## config.mk

```make
export PLATFORM = sky130hd
export DESIGN_NAME = vss_std_select
export DESIGN_NICKNAME = d
export VERILOG_FILES = /design/src/hdl/vss_pkg.sv /design/src/hdl/vss_decode.sv /design/src/hdl/vss_std_select.sv /design/src/hdl/vss_timer.sv
export VERILOG_INCLUDE_DIRS = /design/src /design/src/hdl
export SDC_FILE = /design/constraint.sdc
export NUM_CORES = 1
export LEC_CHECK = 0
export BUFFER_PORTS_ARGS = -buffer_cell sky130_fd_sc_hd__buf_2
export CAP_MARGIN = 20
export CORE_MARGIN = 2
export CORE_UTILIZATION = 30
export DETAILED_ROUTE_END_ITERATION = 10
export MAX_ROUTING_LAYER = met4
export PLACE_DENSITY_LB_ADDON = 0.25
export SKIP_LAST_GASP = 1
export SLEW_MARGIN = 20
export SYNTH_ARGS = -nofsm -noshare
export SYNTH_HDL_FRONTEND = slang
export SYNTH_SLANG_ARGS = --single-unit
export TNS_END_PERCENT = 50
```

## constraint.sdc

```tcl
create_clock -name clk_sys_in -period 2 [get_ports clk_sys_in]
set_input_delay 0.3 -clock clk_sys_in [delete_from_list [all_inputs] [get_ports clk_sys_in]]
set_output_delay 0.3 -clock clk_sys_in [all_outputs]
set_load 0.01 [all_outputs]
```

## src/hdl/vss_regs.svh

```systemverilog
// Summary of operation
// - Reset loads all selection fields to zero
// - Standard change reloads standard-dependent registers
// - Three-bit code picks one of eight standards
// - Modifier bit alters the selected standard
// - Separate-input and comb bits pick input mode
// - Option bits skip individual re-initialisation parts
// - Completion bit set when switch finishes
`ifndef VSS_REGS_SVH
`define VSS_REGS_SVH
`define VSS_ADDR_W 8
`define VSS_STD_SEL_ADDR 8'h20
`define VSS_STD_SEL_RESET 12'h000
`define VSS_CODE_LSB 0
`define VSS_CODE_MSB 2
`define VSS_MOD_BIT 3
`define VSS_HELPER_BIT 4
`define VSS_COMB_BIT 5
`define VSS_SEP_BIT 6
`define VSS_OPT_LSB 7
`define VSS_OPT_MSB 10
`define VSS_DONE_BIT 11
`define VSS_STEP_CYCLES 4'h4
`endif

```

## src/hdl/vss_pkg.sv

```systemverilog
package vss_pkg;
  typedef enum logic [2:0] {
    VSS_PAL = 3'h0,
    VSS_NTSC = 3'h1,
    VSS_SECAM = 3'h2,
    VSS_NTSC443 = 3'h3,
    VSS_PAL_M = 3'h4,
    VSS_PAL_N = 3'h5,
    VSS_PAL60 = 3'h6,
    VSS_NTSC_FILT = 3'h7
  } vss_std_t;
  typedef enum logic [1:0] {
    VSS_IN_COMPOSITE = 2'h0,
    VSS_IN_COMB = 2'h1,
    VSS_IN_SEPARATE = 2'h2,
    VSS_IN_NO_NOTCH = 2'h3
  } vss_input_t;
  typedef enum logic [2:0] {
    VSS_ST_IDLE = 3'b000,
    VSS_ST_LOOP = 3'b001,
    VSS_ST_VERT = 3'b010,
    VSS_ST_CLK = 3'b011,
    VSS_ST_COMB = 3'b100,
    VSS_ST_DONE = 3'b101
  } vss_state_t;
endpackage

```

## src/hdl/vss_decode.sv

```systemverilog
`timescale 1ns/1ps
`include "vss_regs.svh"
// Maps code plus modifier to line count, field rate, subcarrier and flags
module vss_decode (
  input wire logic [2:0] code_in,
  input wire logic modifier_in,
  output logic lines625_out,
  output logic field50_out,
  output logic [1:0] carrier_out,
  output logic mono_out,
  output logic simple_pal_out,
  output logic comp_ntsc_out
);
  always_comb begin
    lines625_out = 1'b0;
    field50_out = 1'b0;
    carrier_out = 2'h0;
    mono_out = 1'b0;
    simple_pal_out = 1'b0;
    comp_ntsc_out = 1'b0;
    // Carrier 0: 4.433618, 1: 3.579545, 2: 4.286 FM, 3: PAL M/N carriers
    case (vss_pkg::vss_std_t'(code_in))
      vss_pkg::VSS_PAL: begin
        lines625_out = 1'b1;
        field50_out = 1'b1;
        simple_pal_out = modifier_in;
      end
      vss_pkg::VSS_NTSC: begin
        carrier_out = 2'h1;
        comp_ntsc_out = modifier_in;
      end
      vss_pkg::VSS_SECAM: begin
        lines625_out = 1'b1;
        field50_out = 1'b1;
        carrier_out = 2'h2;
        mono_out = modifier_in;
      end
      vss_pkg::VSS_NTSC443: begin
        comp_ntsc_out = modifier_in;
      end
      vss_pkg::VSS_PAL_M: begin
        carrier_out = 2'h3;
        simple_pal_out = modifier_in;
      end
      vss_pkg::VSS_PAL_N: begin
        lines625_out = 1'b1;
        field50_out = 1'b1;
        carrier_out = 2'h3;
        simple_pal_out = modifier_in;
      end
      vss_pkg::VSS_PAL60: begin
        simple_pal_out = modifier_in;
      end
      vss_pkg::VSS_NTSC_FILT: begin
        carrier_out = 2'h1;
        mono_out = modifier_in;
      end
      default: begin
        lines625_out = 1'b0;
      end
    endcase
  end
endmodule // vss_decode

```

## src/hdl/vss_std_select.sv

```systemverilog
// Design decision made here: the plain strobed port.
`timescale 1ns/1ps
`include "vss_regs.svh"
module vss_std_select (
  input wire logic clk_sys_in,
  input wire logic rstn_in,
  input wire logic [7:0] addr_in,
  input wire logic [11:0] wdata_in,
  input wire logic wr_in,
  input wire logic rd_in,
  output logic [11:0] rdata_out,
  output logic [2:0] std_code_out,
  output logic standard_modifier_out,
  output logic wide_screen_helper_mode_out,
  output logic [1:0] input_mode_out,
  output logic [3:0] init_suppress_options_out,
  output logic lines625_out,
  output logic field50_out,
  output logic [1:0] carrier_out,
  output logic mono_out,
  output logic simple_pal_out,
  output logic comp_ntsc_out,
  output logic reload_loop_out,
  output logic reload_vert_out,
  output logic reload_clk_out,
  output logic reload_comb_out,
  output logic busy_out
);
  logic [10:0] ctrl;
  logic done_flag;
  vss_pkg::vss_state_t state;
  vss_pkg::vss_state_t next_state;
  logic step_start;
  logic step_done;
  logic hit_wr;
  logic dec_625, dec_50, dec_mono, dec_spal, dec_cntsc;
  logic [1:0] dec_car;

  assign hit_wr = wr_in && (addr_in == `VSS_STD_SEL_ADDR);

  // Register fields; the status bit is not software-settable
  always_ff @(posedge clk_sys_in or negedge rstn_in) begin
    if (!rstn_in) begin
      ctrl <= 11'(`VSS_STD_SEL_RESET);
    end else if (hit_wr) begin
      ctrl <= wdata_in[10:0];
    end
  end

  // Step order through the re-initialisation; skipped parts jump past
  function automatic vss_pkg::vss_state_t step_after(
    input vss_pkg::vss_state_t s, input logic [3:0] skip);
    vss_pkg::vss_state_t r;
    r = vss_pkg::VSS_ST_DONE;
    if (s == vss_pkg::VSS_ST_IDLE && !skip[0]) begin
      r = vss_pkg::VSS_ST_LOOP;
    end else if (s <= vss_pkg::VSS_ST_LOOP && !skip[1]) begin
      r = vss_pkg::VSS_ST_VERT;
    end else if (s <= vss_pkg::VSS_ST_VERT && !skip[2]) begin
      r = vss_pkg::VSS_ST_CLK;
    end else if (s <= vss_pkg::VSS_ST_CLK && !skip[3]) begin
      r = vss_pkg::VSS_ST_COMB;
    end
    return r;
  endfunction

  always_comb begin
    next_state = state;
    step_start = 1'b0;
    case (state)
      vss_pkg::VSS_ST_IDLE: begin
        if (hit_wr) begin
          next_state = step_after(state, wdata_in[10:7]);
          step_start = 1'b1;
        end
      end
      vss_pkg::VSS_ST_LOOP, vss_pkg::VSS_ST_VERT,
      vss_pkg::VSS_ST_CLK, vss_pkg::VSS_ST_COMB: begin
        if (hit_wr) begin
          // A new write restarts the sequence from the top
          next_state = step_after(vss_pkg::VSS_ST_IDLE, wdata_in[10:7]);
          step_start = 1'b1;
        end else if (step_done) begin
          next_state = step_after(state, ctrl[10:7]);
          step_start = 1'b1;
        end
      end
      vss_pkg::VSS_ST_DONE: begin
        // A write on the closing cycle must still start its own switch
        if (hit_wr) begin
          next_state = step_after(vss_pkg::VSS_ST_IDLE, wdata_in[10:7]);
          step_start = 1'b1;
        end else begin
          next_state = vss_pkg::VSS_ST_IDLE;
        end
      end
      default: begin
        next_state = vss_pkg::VSS_ST_IDLE;
      end
    endcase
  end

  always_ff @(posedge clk_sys_in or negedge rstn_in) begin
    if (!rstn_in) begin
      state <= vss_pkg::VSS_ST_IDLE;
    end else begin
      state <= next_state;
    end
  end

  vss_timer u_timer (
    .clk_sys_in(clk_sys_in),
    .rstn_in(rstn_in),
    .start_in(step_start && next_state != vss_pkg::VSS_ST_DONE),
    .done_out(step_done)
  );

  // Hardware set beats a software clear in the same cycle
  always_ff @(posedge clk_sys_in or negedge rstn_in) begin
    if (!rstn_in) begin
      done_flag <= 1'b0;
    end else if (state == vss_pkg::VSS_ST_DONE) begin
      done_flag <= 1'b1;
    end else if (hit_wr) begin
      done_flag <= wdata_in[`VSS_DONE_BIT] & done_flag;
    end
  end

  vss_decode u_decode (
    .code_in(ctrl[`VSS_CODE_MSB:`VSS_CODE_LSB]),
    .modifier_in(ctrl[`VSS_MOD_BIT]),
    .lines625_out(dec_625),
    .field50_out(dec_50),
    .carrier_out(dec_car),
    .mono_out(dec_mono),
    .simple_pal_out(dec_spal),
    .comp_ntsc_out(dec_cntsc)
  );

  // Standard-dependent settings load in the DONE state, after the last step has finished
  always_ff @(posedge clk_sys_in or negedge rstn_in) begin
    if (!rstn_in) begin
      lines625_out <= 1'b1;
      field50_out <= 1'b1;
      carrier_out <= 2'h0;
      mono_out <= 1'b0;
      simple_pal_out <= 1'b0;
      comp_ntsc_out <= 1'b0;
    end else if (state == vss_pkg::VSS_ST_DONE) begin
      lines625_out <= dec_625;
      field50_out <= dec_50;
      carrier_out <= dec_car;
      mono_out <= dec_mono;
      simple_pal_out <= dec_spal;
      comp_ntsc_out <= dec_cntsc;
    end
  end

  always_ff @(posedge clk_sys_in or negedge rstn_in) begin
    if (!rstn_in) begin
      reload_loop_out <= 1'b0;
      reload_vert_out <= 1'b0;
      reload_clk_out <= 1'b0;
      reload_comb_out <= 1'b0;
      busy_out <= 1'b0;
    end else begin
      reload_loop_out <= (next_state == vss_pkg::VSS_ST_LOOP);
      reload_vert_out <= (next_state == vss_pkg::VSS_ST_VERT);
      reload_clk_out <= (next_state == vss_pkg::VSS_ST_CLK);
      reload_comb_out <= (next_state == vss_pkg::VSS_ST_COMB);
      busy_out <= (next_state != vss_pkg::VSS_ST_IDLE);
    end
  end

  // Field outputs follow the register directly
  always_ff @(posedge clk_sys_in or negedge rstn_in) begin
    if (!rstn_in) begin
      std_code_out <= 3'h0;
      standard_modifier_out <= 1'b0;
      wide_screen_helper_mode_out <= 1'b0;
      input_mode_out <= 2'h0;
      init_suppress_options_out <= 4'h0;
    end else if (hit_wr) begin
      std_code_out <= wdata_in[`VSS_CODE_MSB:`VSS_CODE_LSB];
      standard_modifier_out <= wdata_in[`VSS_MOD_BIT];
      wide_screen_helper_mode_out <= wdata_in[`VSS_HELPER_BIT];
      input_mode_out <= {wdata_in[`VSS_SEP_BIT],
                         wdata_in[`VSS_COMB_BIT]};
      init_suppress_options_out <=
        wdata_in[`VSS_OPT_MSB:`VSS_OPT_LSB];
    end
  end

  always_ff @(posedge clk_sys_in or negedge rstn_in) begin
    if (!rstn_in) begin
      rdata_out <= 12'h000;
    end else if (rd_in && addr_in == `VSS_STD_SEL_ADDR) begin
      rdata_out <= {done_flag, ctrl};
    end else begin
      rdata_out <= 12'h000;
    end
  end

  reset_fields_a: assert property (
    @(posedge clk_sys_in) $rose(rstn_in) |-> ctrl == 11'h000 && !done_flag)
    else $error("fields not zero after reset");
  done_after_seq_a: assert property (
    @(posedge clk_sys_in) disable iff (!rstn_in)
    state == vss_pkg::VSS_ST_DONE |=> done_flag)
    else $error("completion bit not set after switch");
  skip_loop_a: assert property (
    @(posedge clk_sys_in) disable iff (!rstn_in)
    hit_wr && wdata_in[7] |=> state != vss_pkg::VSS_ST_LOOP)
    else $error("skipped colour loop step ran");
  write_starts_a: assert property (
    @(posedge clk_sys_in) disable iff (!rstn_in)
    hit_wr |-> ##[1:17] (state == vss_pkg::VSS_ST_DONE || hit_wr))
    else $error("re-initialisation did not finish");
  input_mode_a: assert property (
    @(posedge clk_sys_in) disable iff (!rstn_in)
    hit_wr |=> input_mode_out == {$past(wdata_in[6]), $past(wdata_in[5])})
    else $error("input mode mismatch");
  helper_mode_a: assert property (
    @(posedge clk_sys_in) disable iff (!rstn_in)
    hit_wr |=> wide_screen_helper_mode_out == $past(wdata_in[4]))
    else $error("helper mode mismatch");
  code_out_a: assert property (
    @(posedge clk_sys_in) disable iff (!rstn_in)
    !hit_wr |=> $stable(std_code_out))
    else $error("standard code moved without write");
  modifier_a: assert property (
    @(posedge clk_sys_in) disable iff (!rstn_in)
    state == vss_pkg::VSS_ST_DONE && ctrl[3:0] == 4'h8 |=> simple_pal_out)
    else $error("modifier did not give simple PAL");

  code_write_a: assert property (
    @(posedge clk_sys_in) disable iff (!rstn_in)
    hit_wr |=> std_code_out == $past(wdata_in[`VSS_CODE_MSB:`VSS_CODE_LSB]))
    else $error("standard code not taken from write");
  modifier_write_a: assert property (
    @(posedge clk_sys_in) disable iff (!rstn_in)
    hit_wr |=> standard_modifier_out == $past(wdata_in[`VSS_MOD_BIT]))
    else $error("modifier not taken from write");
  options_write_a: assert property (
    @(posedge clk_sys_in) disable iff (!rstn_in)
    hit_wr |=> init_suppress_options_out ==
      $past(wdata_in[`VSS_OPT_MSB:`VSS_OPT_LSB]))
    else $error("options not taken from write");

  loop_skipped_a: assert property (
    @(posedge clk_sys_in) disable iff (!rstn_in)
    ctrl[`VSS_OPT_LSB] |-> state != vss_pkg::VSS_ST_LOOP)
    else $error("suppressed colour loop step ran");
  vert_skipped_a: assert property (
    @(posedge clk_sys_in) disable iff (!rstn_in)
    ctrl[`VSS_OPT_LSB + 1] |-> state != vss_pkg::VSS_ST_VERT)
    else $error("suppressed vertical step ran");
  clk_skipped_a: assert property (
    @(posedge clk_sys_in) disable iff (!rstn_in)
    ctrl[`VSS_OPT_LSB + 2] |-> state != vss_pkg::VSS_ST_CLK)
    else $error("suppressed clock step ran");
  comb_skipped_a: assert property (
    @(posedge clk_sys_in) disable iff (!rstn_in)
    ctrl[`VSS_OPT_MSB] |-> state != vss_pkg::VSS_ST_COMB)
    else $error("suppressed comb step ran");

  one_step_a: assert property (
    @(posedge clk_sys_in) disable iff (!rstn_in)
    $onehot0({reload_comb_out, reload_clk_out, reload_vert_out,
      reload_loop_out}))
    else $error("two setup steps at once");
  dep_hold_a: assert property (
    @(posedge clk_sys_in) disable iff (!rstn_in)
    state != vss_pkg::VSS_ST_DONE |=> $stable({lines625_out, field50_out,
      carrier_out, mono_out, simple_pal_out, comp_ntsc_out}))
    else $error("dependent setting moved outside a switch");
  step_len_a: assert property (
    @(posedge clk_sys_in) disable iff (!rstn_in)
    state == vss_pkg::VSS_ST_VERT && $past(state) == vss_pkg::VSS_ST_LOOP &&
      !$past(hit_wr) |-> $past(state, 4) == vss_pkg::VSS_ST_LOOP)
    else $error("colour loop step too short");

  secam_load_a: assert property (
    @(posedge clk_sys_in) disable iff (!rstn_in)
    state == vss_pkg::VSS_ST_DONE && ctrl[2:0] == 3'h2 |=>
      carrier_out == 2'h2 && lines625_out && field50_out)
    else $error("wrong settings for third standard");
  ntsc_load_a: assert property (
    @(posedge clk_sys_in) disable iff (!rstn_in)
    state == vss_pkg::VSS_ST_DONE && ctrl[2:0] == 3'h1 |=>
      carrier_out == 2'h1 && !lines625_out && !field50_out)
    else $error("wrong settings for second standard");
  mono_secam_a: assert property (
    @(posedge clk_sys_in) disable iff (!rstn_in)
    state == vss_pkg::VSS_ST_DONE && ctrl[3:0] == 4'hA |=>
      mono_out && lines625_out)
    else $error("modifier did not give 625 line mono");
  mono_filt_a: assert property (
    @(posedge clk_sys_in) disable iff (!rstn_in)
    state == vss_pkg::VSS_ST_DONE && ctrl[3:0] == 4'hF |=>
      mono_out && !lines625_out)
    else $error("modifier did not give 525 line mono");
  comp_ntsc_a: assert property (
    @(posedge clk_sys_in) disable iff (!rstn_in)
    state == vss_pkg::VSS_ST_DONE && ctrl[3:0] == 4'h9 |=> comp_ntsc_out)
    else $error("modifier did not give compensated mode");

  done_clear_a: assert property (
    @(posedge clk_sys_in) disable iff (!rstn_in)
    hit_wr && !wdata_in[`VSS_DONE_BIT] &&
      state != vss_pkg::VSS_ST_DONE |=> !done_flag)
    else $error("status bit not cleared by write");
  done_early_a: assert property (
    @(posedge clk_sys_in) disable iff (!rstn_in)
    !done_flag && state != vss_pkg::VSS_ST_DONE |=> !done_flag)
    else $error("status bit set before switch ended");
  busy_done_a: assert property (
    @(posedge clk_sys_in) disable iff (!rstn_in)
    $fell(busy_out) |-> done_flag)
    else $error("switch ended without status bit");
  read_back_a: assert property (
    @(posedge clk_sys_in) disable iff (!rstn_in)
    rd_in && addr_in == `VSS_STD_SEL_ADDR |=>
      rdata_out == {$past(done_flag), $past(ctrl)})
    else $error("read data does not match register");
endmodule // vss_std_select

```

## src/hdl/vss_timer.sv

```systemverilog
`timescale 1ns/1ps
`include "vss_regs.svh"
// Counts out one setup step; done pulses when the step finishes
module vss_timer (
  input wire logic clk_sys_in,
  input wire logic rstn_in,
  input wire logic start_in,
  output logic done_out
);
  logic [3:0] count;
  always_ff @(posedge clk_sys_in or negedge rstn_in) begin
    if (!rstn_in) begin
      count <= 4'h0;
    end else if (start_in) begin
      count <= `VSS_STEP_CYCLES;
    end else if (count != 4'h0) begin
      count <= count - 4'h1;
    end
  end
  assign done_out = (count == 4'h1);
endmodule // vss_timer

```

==> flow_results.org <==
** Status
- Run status :: finished clean

** Synth
- Dominant combinational cell family by area after synthesis :: simple AND/OR/NAND/NOR gates
- Compound-Gate Fraction of Synth Area :: 12.1%
- Library cell with the largest summed area after synthesis :: dfrtp_1
- Adder-Cell Fraction of Synth Area :: 1.98%
- Share of the synthesized netlist area taken by xor and xnor gates :: 1.39%
- The most used flip-flop cell after synthesis is dfrtp_1.
- Post-synthesis instance area :: 1890 sq um
- Of all flip-flops after synthesis, the portion carrying an async set or reset was 100%.
- The average instance in the mapped netlist occupies 9.96 sq um.
- Top post-synthesis cells by area :: dfrtp_1 (54%), nand2_1 (8.1%), and2_1 (5.3%), o21ai_0 (3.4%), ha_1 (2.0%)
- Post-Syn Instances :: 190
- Flip-flop and latch count after synthesis :: 42
- Top cell type's share of synthesized area :: 54.2%
- Number of unique standard cell types used by synthesis :: 45
- During synthesis, Yosys emitted a total of 0 warnings.
- The portion of synthesized area spent on multiplexers is 0%.
- Synthesis produced a netlist with a net count of 217.
- In this run, synthesis inferred 0 flip-flops with an integrated enable.
- Of the total synthesized cell area, the portion taken by AND, OR, NAND and NOR gates is 25.1%.
- For this run, the register share of the synthesized area comes to 55.6%.

** Global route
- Entering global routing, the biggest net connects 20 pins.
- In the global route stage, overall resource usage came out at 12.8%.
- Gr ovfl total :: 0
- The via count of the first global-routing pass was 1445.
- The first global-routing pass estimated 7020 um of wire.
- The initial antenna violation count came to 0.

** Floorplan
- Core box area :: 5990 sq um
- Top-level I/O count :: 59
- Initial cell density of the core :: 31.6%
- Height of the die :: 83.4 um
- The initialized floorplan defines 28 standard-cell rows.
- DIE WIDTH :: 83.4 um
- The die covers 6960 sq um.

** Drt
- In this run the remaining antenna-violating nets after routing total 0.
- Number of remaining DRC errors :: 0
- The detailed router finished its first iteration with 31 violations.
- 1st-pass router iterations :: 4
- Aggregate routed wire length :: 4180 um
- For this block, the via count after detailed routing is 1514.
- Final routed wire length divided by cell count :: 12.6 um
- After detailed routing, the number of vias per cell comes to 4.57.

** Cells and area
- Cells fill 40.4% of the core in the end.
- Relative to the synthesized area, the layout overhead comes to 28.0%.
- For this run, the number of standard cells in the final layout without fillers is 331.
- Most common cell after layout, fill and taps aside :: buf_2
- Number of inserted diodes :: 0
- At the end of the flow, the number of nets in the layout was 282.
- In the layout the commonest cells are buf_2 (58), nand2_1 (41), dfrtp_1 (41), and2_1 (16), o21ai_0 (13).
- Fraction of final layout cells sized beyond drive strength 1 :: 33.2%

** Flow run
- Across the run, the number of max-cap violations was 0.

** Timing
- Max Slew Vio Count :: 0
- For the final database, setup skew stands at 0.00628 ns.
- The routed design could run at a clock period as short as 1.88 ns.
- Transition time at the pin with the least slew margin :: 0.429 ns
- The hold violation total from the final report was 0.
- Timing would allow up to 0.532 GHz.
- Worst slack on hold paths :: 0.195 ns
- Final setup violating endpoints :: 0
- The final critical path takes up 93.9% of the cycle.
- Worst slew margin relative to its limit :: 71.3%

** Worst setup path
- Worst Reg-to-Reg Cells :: 7
- Stage delay of the slowest cell on the critical path :: 0.42 ns
- The worst setup path is of the reg -> reg kind.
- Along the worst path, the maximum fanout reaches 5.
- Slowest cell on crit path :: or3b_4
- The worst register-to-register path ends at u_timer.count[1].
- Kind of capture point of the worst setup path :: flip-flop
- Sort of element at the start of the critical path :: flip-flop
- At the worst endpoint, the required time is 2.23 ns.
- In this run the critical register-to-register path is launched from u_timer.count[1].
- The most critical setup path has its startpoint at u_timer.count[1].
- The signal on the critical path passes through inv_1 -> ha_1 -> or3b_4 -> nor4_4 -> o21a_1 -> a211o_1 -> o211a_1.
- Reg-to-reg slack, setup :: 0.12 ns
- At the worst endpoint, the arrival time is 2.11 ns.

** Place
- In this run, placement finished with an instance count of 322.
- RD Place Congestion :: 0.838
- Summed over all nets, the half-perimeter wirelength after detailed placement is 3220 um.
- Buffers placed on the I/O ports in this run total 58.

** Power and ir drop
- Power spread over the standard cell area amounts to 948 nW/um^2.
- Clock Power Share :: 24.5%
- In this run the static leakage power is 1.29 nW.
- Design internal power :: 1.56 mW
- IR analysis of the VDD net gives a maximum drop of 0.305 mV.
- The analysis attributes to net switching a power of 0.733 mW.
- Part of the power in registers :: 47.2%
- The share of total power dissipated in combinational logic is 28.4%.
- Switching power share of the total :: 31.9%

** CTS
- Clock latency on the worst-skew pair, taken at its later pin, is 0.29 ns.
- Number of buffers created by CTS :: 5
- TritonCTS built the clock tree.
- The tree is rooted in a clkbuf_8.
- In this run the number of H-tree levels came out at 2.
- After clock tree synthesis, the clock-pin slew on the worst setup and hold paths is 0.08 ns.
- No sink is reached through more buffers than the 2 on the longest clock path.
- The tree built by TritonCTS fans out to 42 sinks.

** Min path
- Hold_sp :: wdata_in[4]
- End of the worst hold path :: ctrl[4]
- Cells on Worst Hold Path :: 3
- Worst min-delay path category :: in -> reg
==> Yosys cell counts (2+ instances only) <==
cell type  count
a21oi_1        4
nor2_1        10
nor3_1         3
clkbuf_1       7
dfrtp_1       41
o21ai_0       13
nand2_1       41
nand3_1        6
inv_1          9
ha_1           3
o21a_1         2
xnor2_1        2
and2_1        16
nor4_1         2
==> timing repair <==
action / in CTS / in global routing
hold buffers: 1 / 0
endpoints found under the hold margin: 17 / 0
gates resized for setup: 0 / 4
endpoints found under the setup margin: 0 / 8
buffers inserted: 0 / 0
==> kinds of logic after synthesis <==
logic type	count (synthesis)
compound gates	33
xor+xnor	3
fa+ha+maj	3
buf+inv	18
flops	42
simple gates	91
==> worst max path at each step <==
stage	end	slack, ns	cells after the start
after floorplan	u_timer.count[1]	0.19	7
after CTS	u_timer.count[1]	0.003	7
final	u_timer.count[1]	0.12	7
after global placement	u_timer.count[0]	0.04	6
after global routing	u_timer.count[1]	-0.03	7
after detailed placement	u_timer.count[1]	0.03	7
==> critical path, delay by kind of cell, from the launching register on <==
kind / cells / cell delay (ns)
adders and majority gates: 1 / 0.16
AOI/OAI and AO/OA: 3 / 0.49
DFF: 1 / 0.39
buffers and inverters: 1 / 0.10
and+or+nand+nor: 2 / 0.68
==> sequential cells by signal (all words and copies together), names as in the netlist <==
name,count
rdata_out,12
ctrl,11
u_timer.count,4
state,3
carrier_out,2
busy_out,1
comp_ntsc_out,1
done_flag,1
field50_out,1
mono_out,1
reload_clk_out,1
reload_comb_out,1
reload_loop_out,1
reload_vert_out,1
simple_pal_out,1
==> routing by layer <==
layer | GRT usage, % | vias up | routed length [um]
met5 | - | - | 0
li1 | - | 772 | -
met3 | 3.08 | 6 | 277
met2 | 18.1 | 57 | 1770
met1 | 17.8 | 679 | 2060
met4 | 4.84 | 0 | 63
==> power by group through the flow <==
stage	logic, mW	clock network [mW]	registers (mW)
after global routing	0.741	0.620	1.11
after global placement	0.613	0	1.10
final	0.652	0.562	1.08
after CTS	0.636	0.582	1.08
after detailed placement	0.632	0	1.10
after floorplan	0.427	0	1.09
==> final cells by class <==
| class | instances | area [sq um] |
|---|---|---|
| fillers | 608 | 3570 |
| well taps | 75 | 93.8 |
| flip-flops and latches | 42 | 1050 |
| clock inverters | 1 | 5.00 |
| inverters | 9 | 33.8 |
| repair buffers | 67 | 360 |
| clock buffers | 7 | 86.3 |
| multi-input cells | 130 | 791 |
==> through the flow <==
stage / instance area (sq um) / TNS, ns / worst slack (ns) / total power, mW
2_1_floorplan: 1890 / 0 / 0.189 / 1.51
3_3_place_gp: 2300 / 0 / 0.0356 / 1.72
3_5_place_dp: 2300 / 0 / 0.0255 / 1.73
4_1_cts: 2400 / 0 / 0.00274 / 2.30
5_1_grt: 2420 / -0.0673 / -0.0313 / 2.47
6_report: 2420 / 0 / 0.122 / 2.30
(Power assumes the default switching activity.)
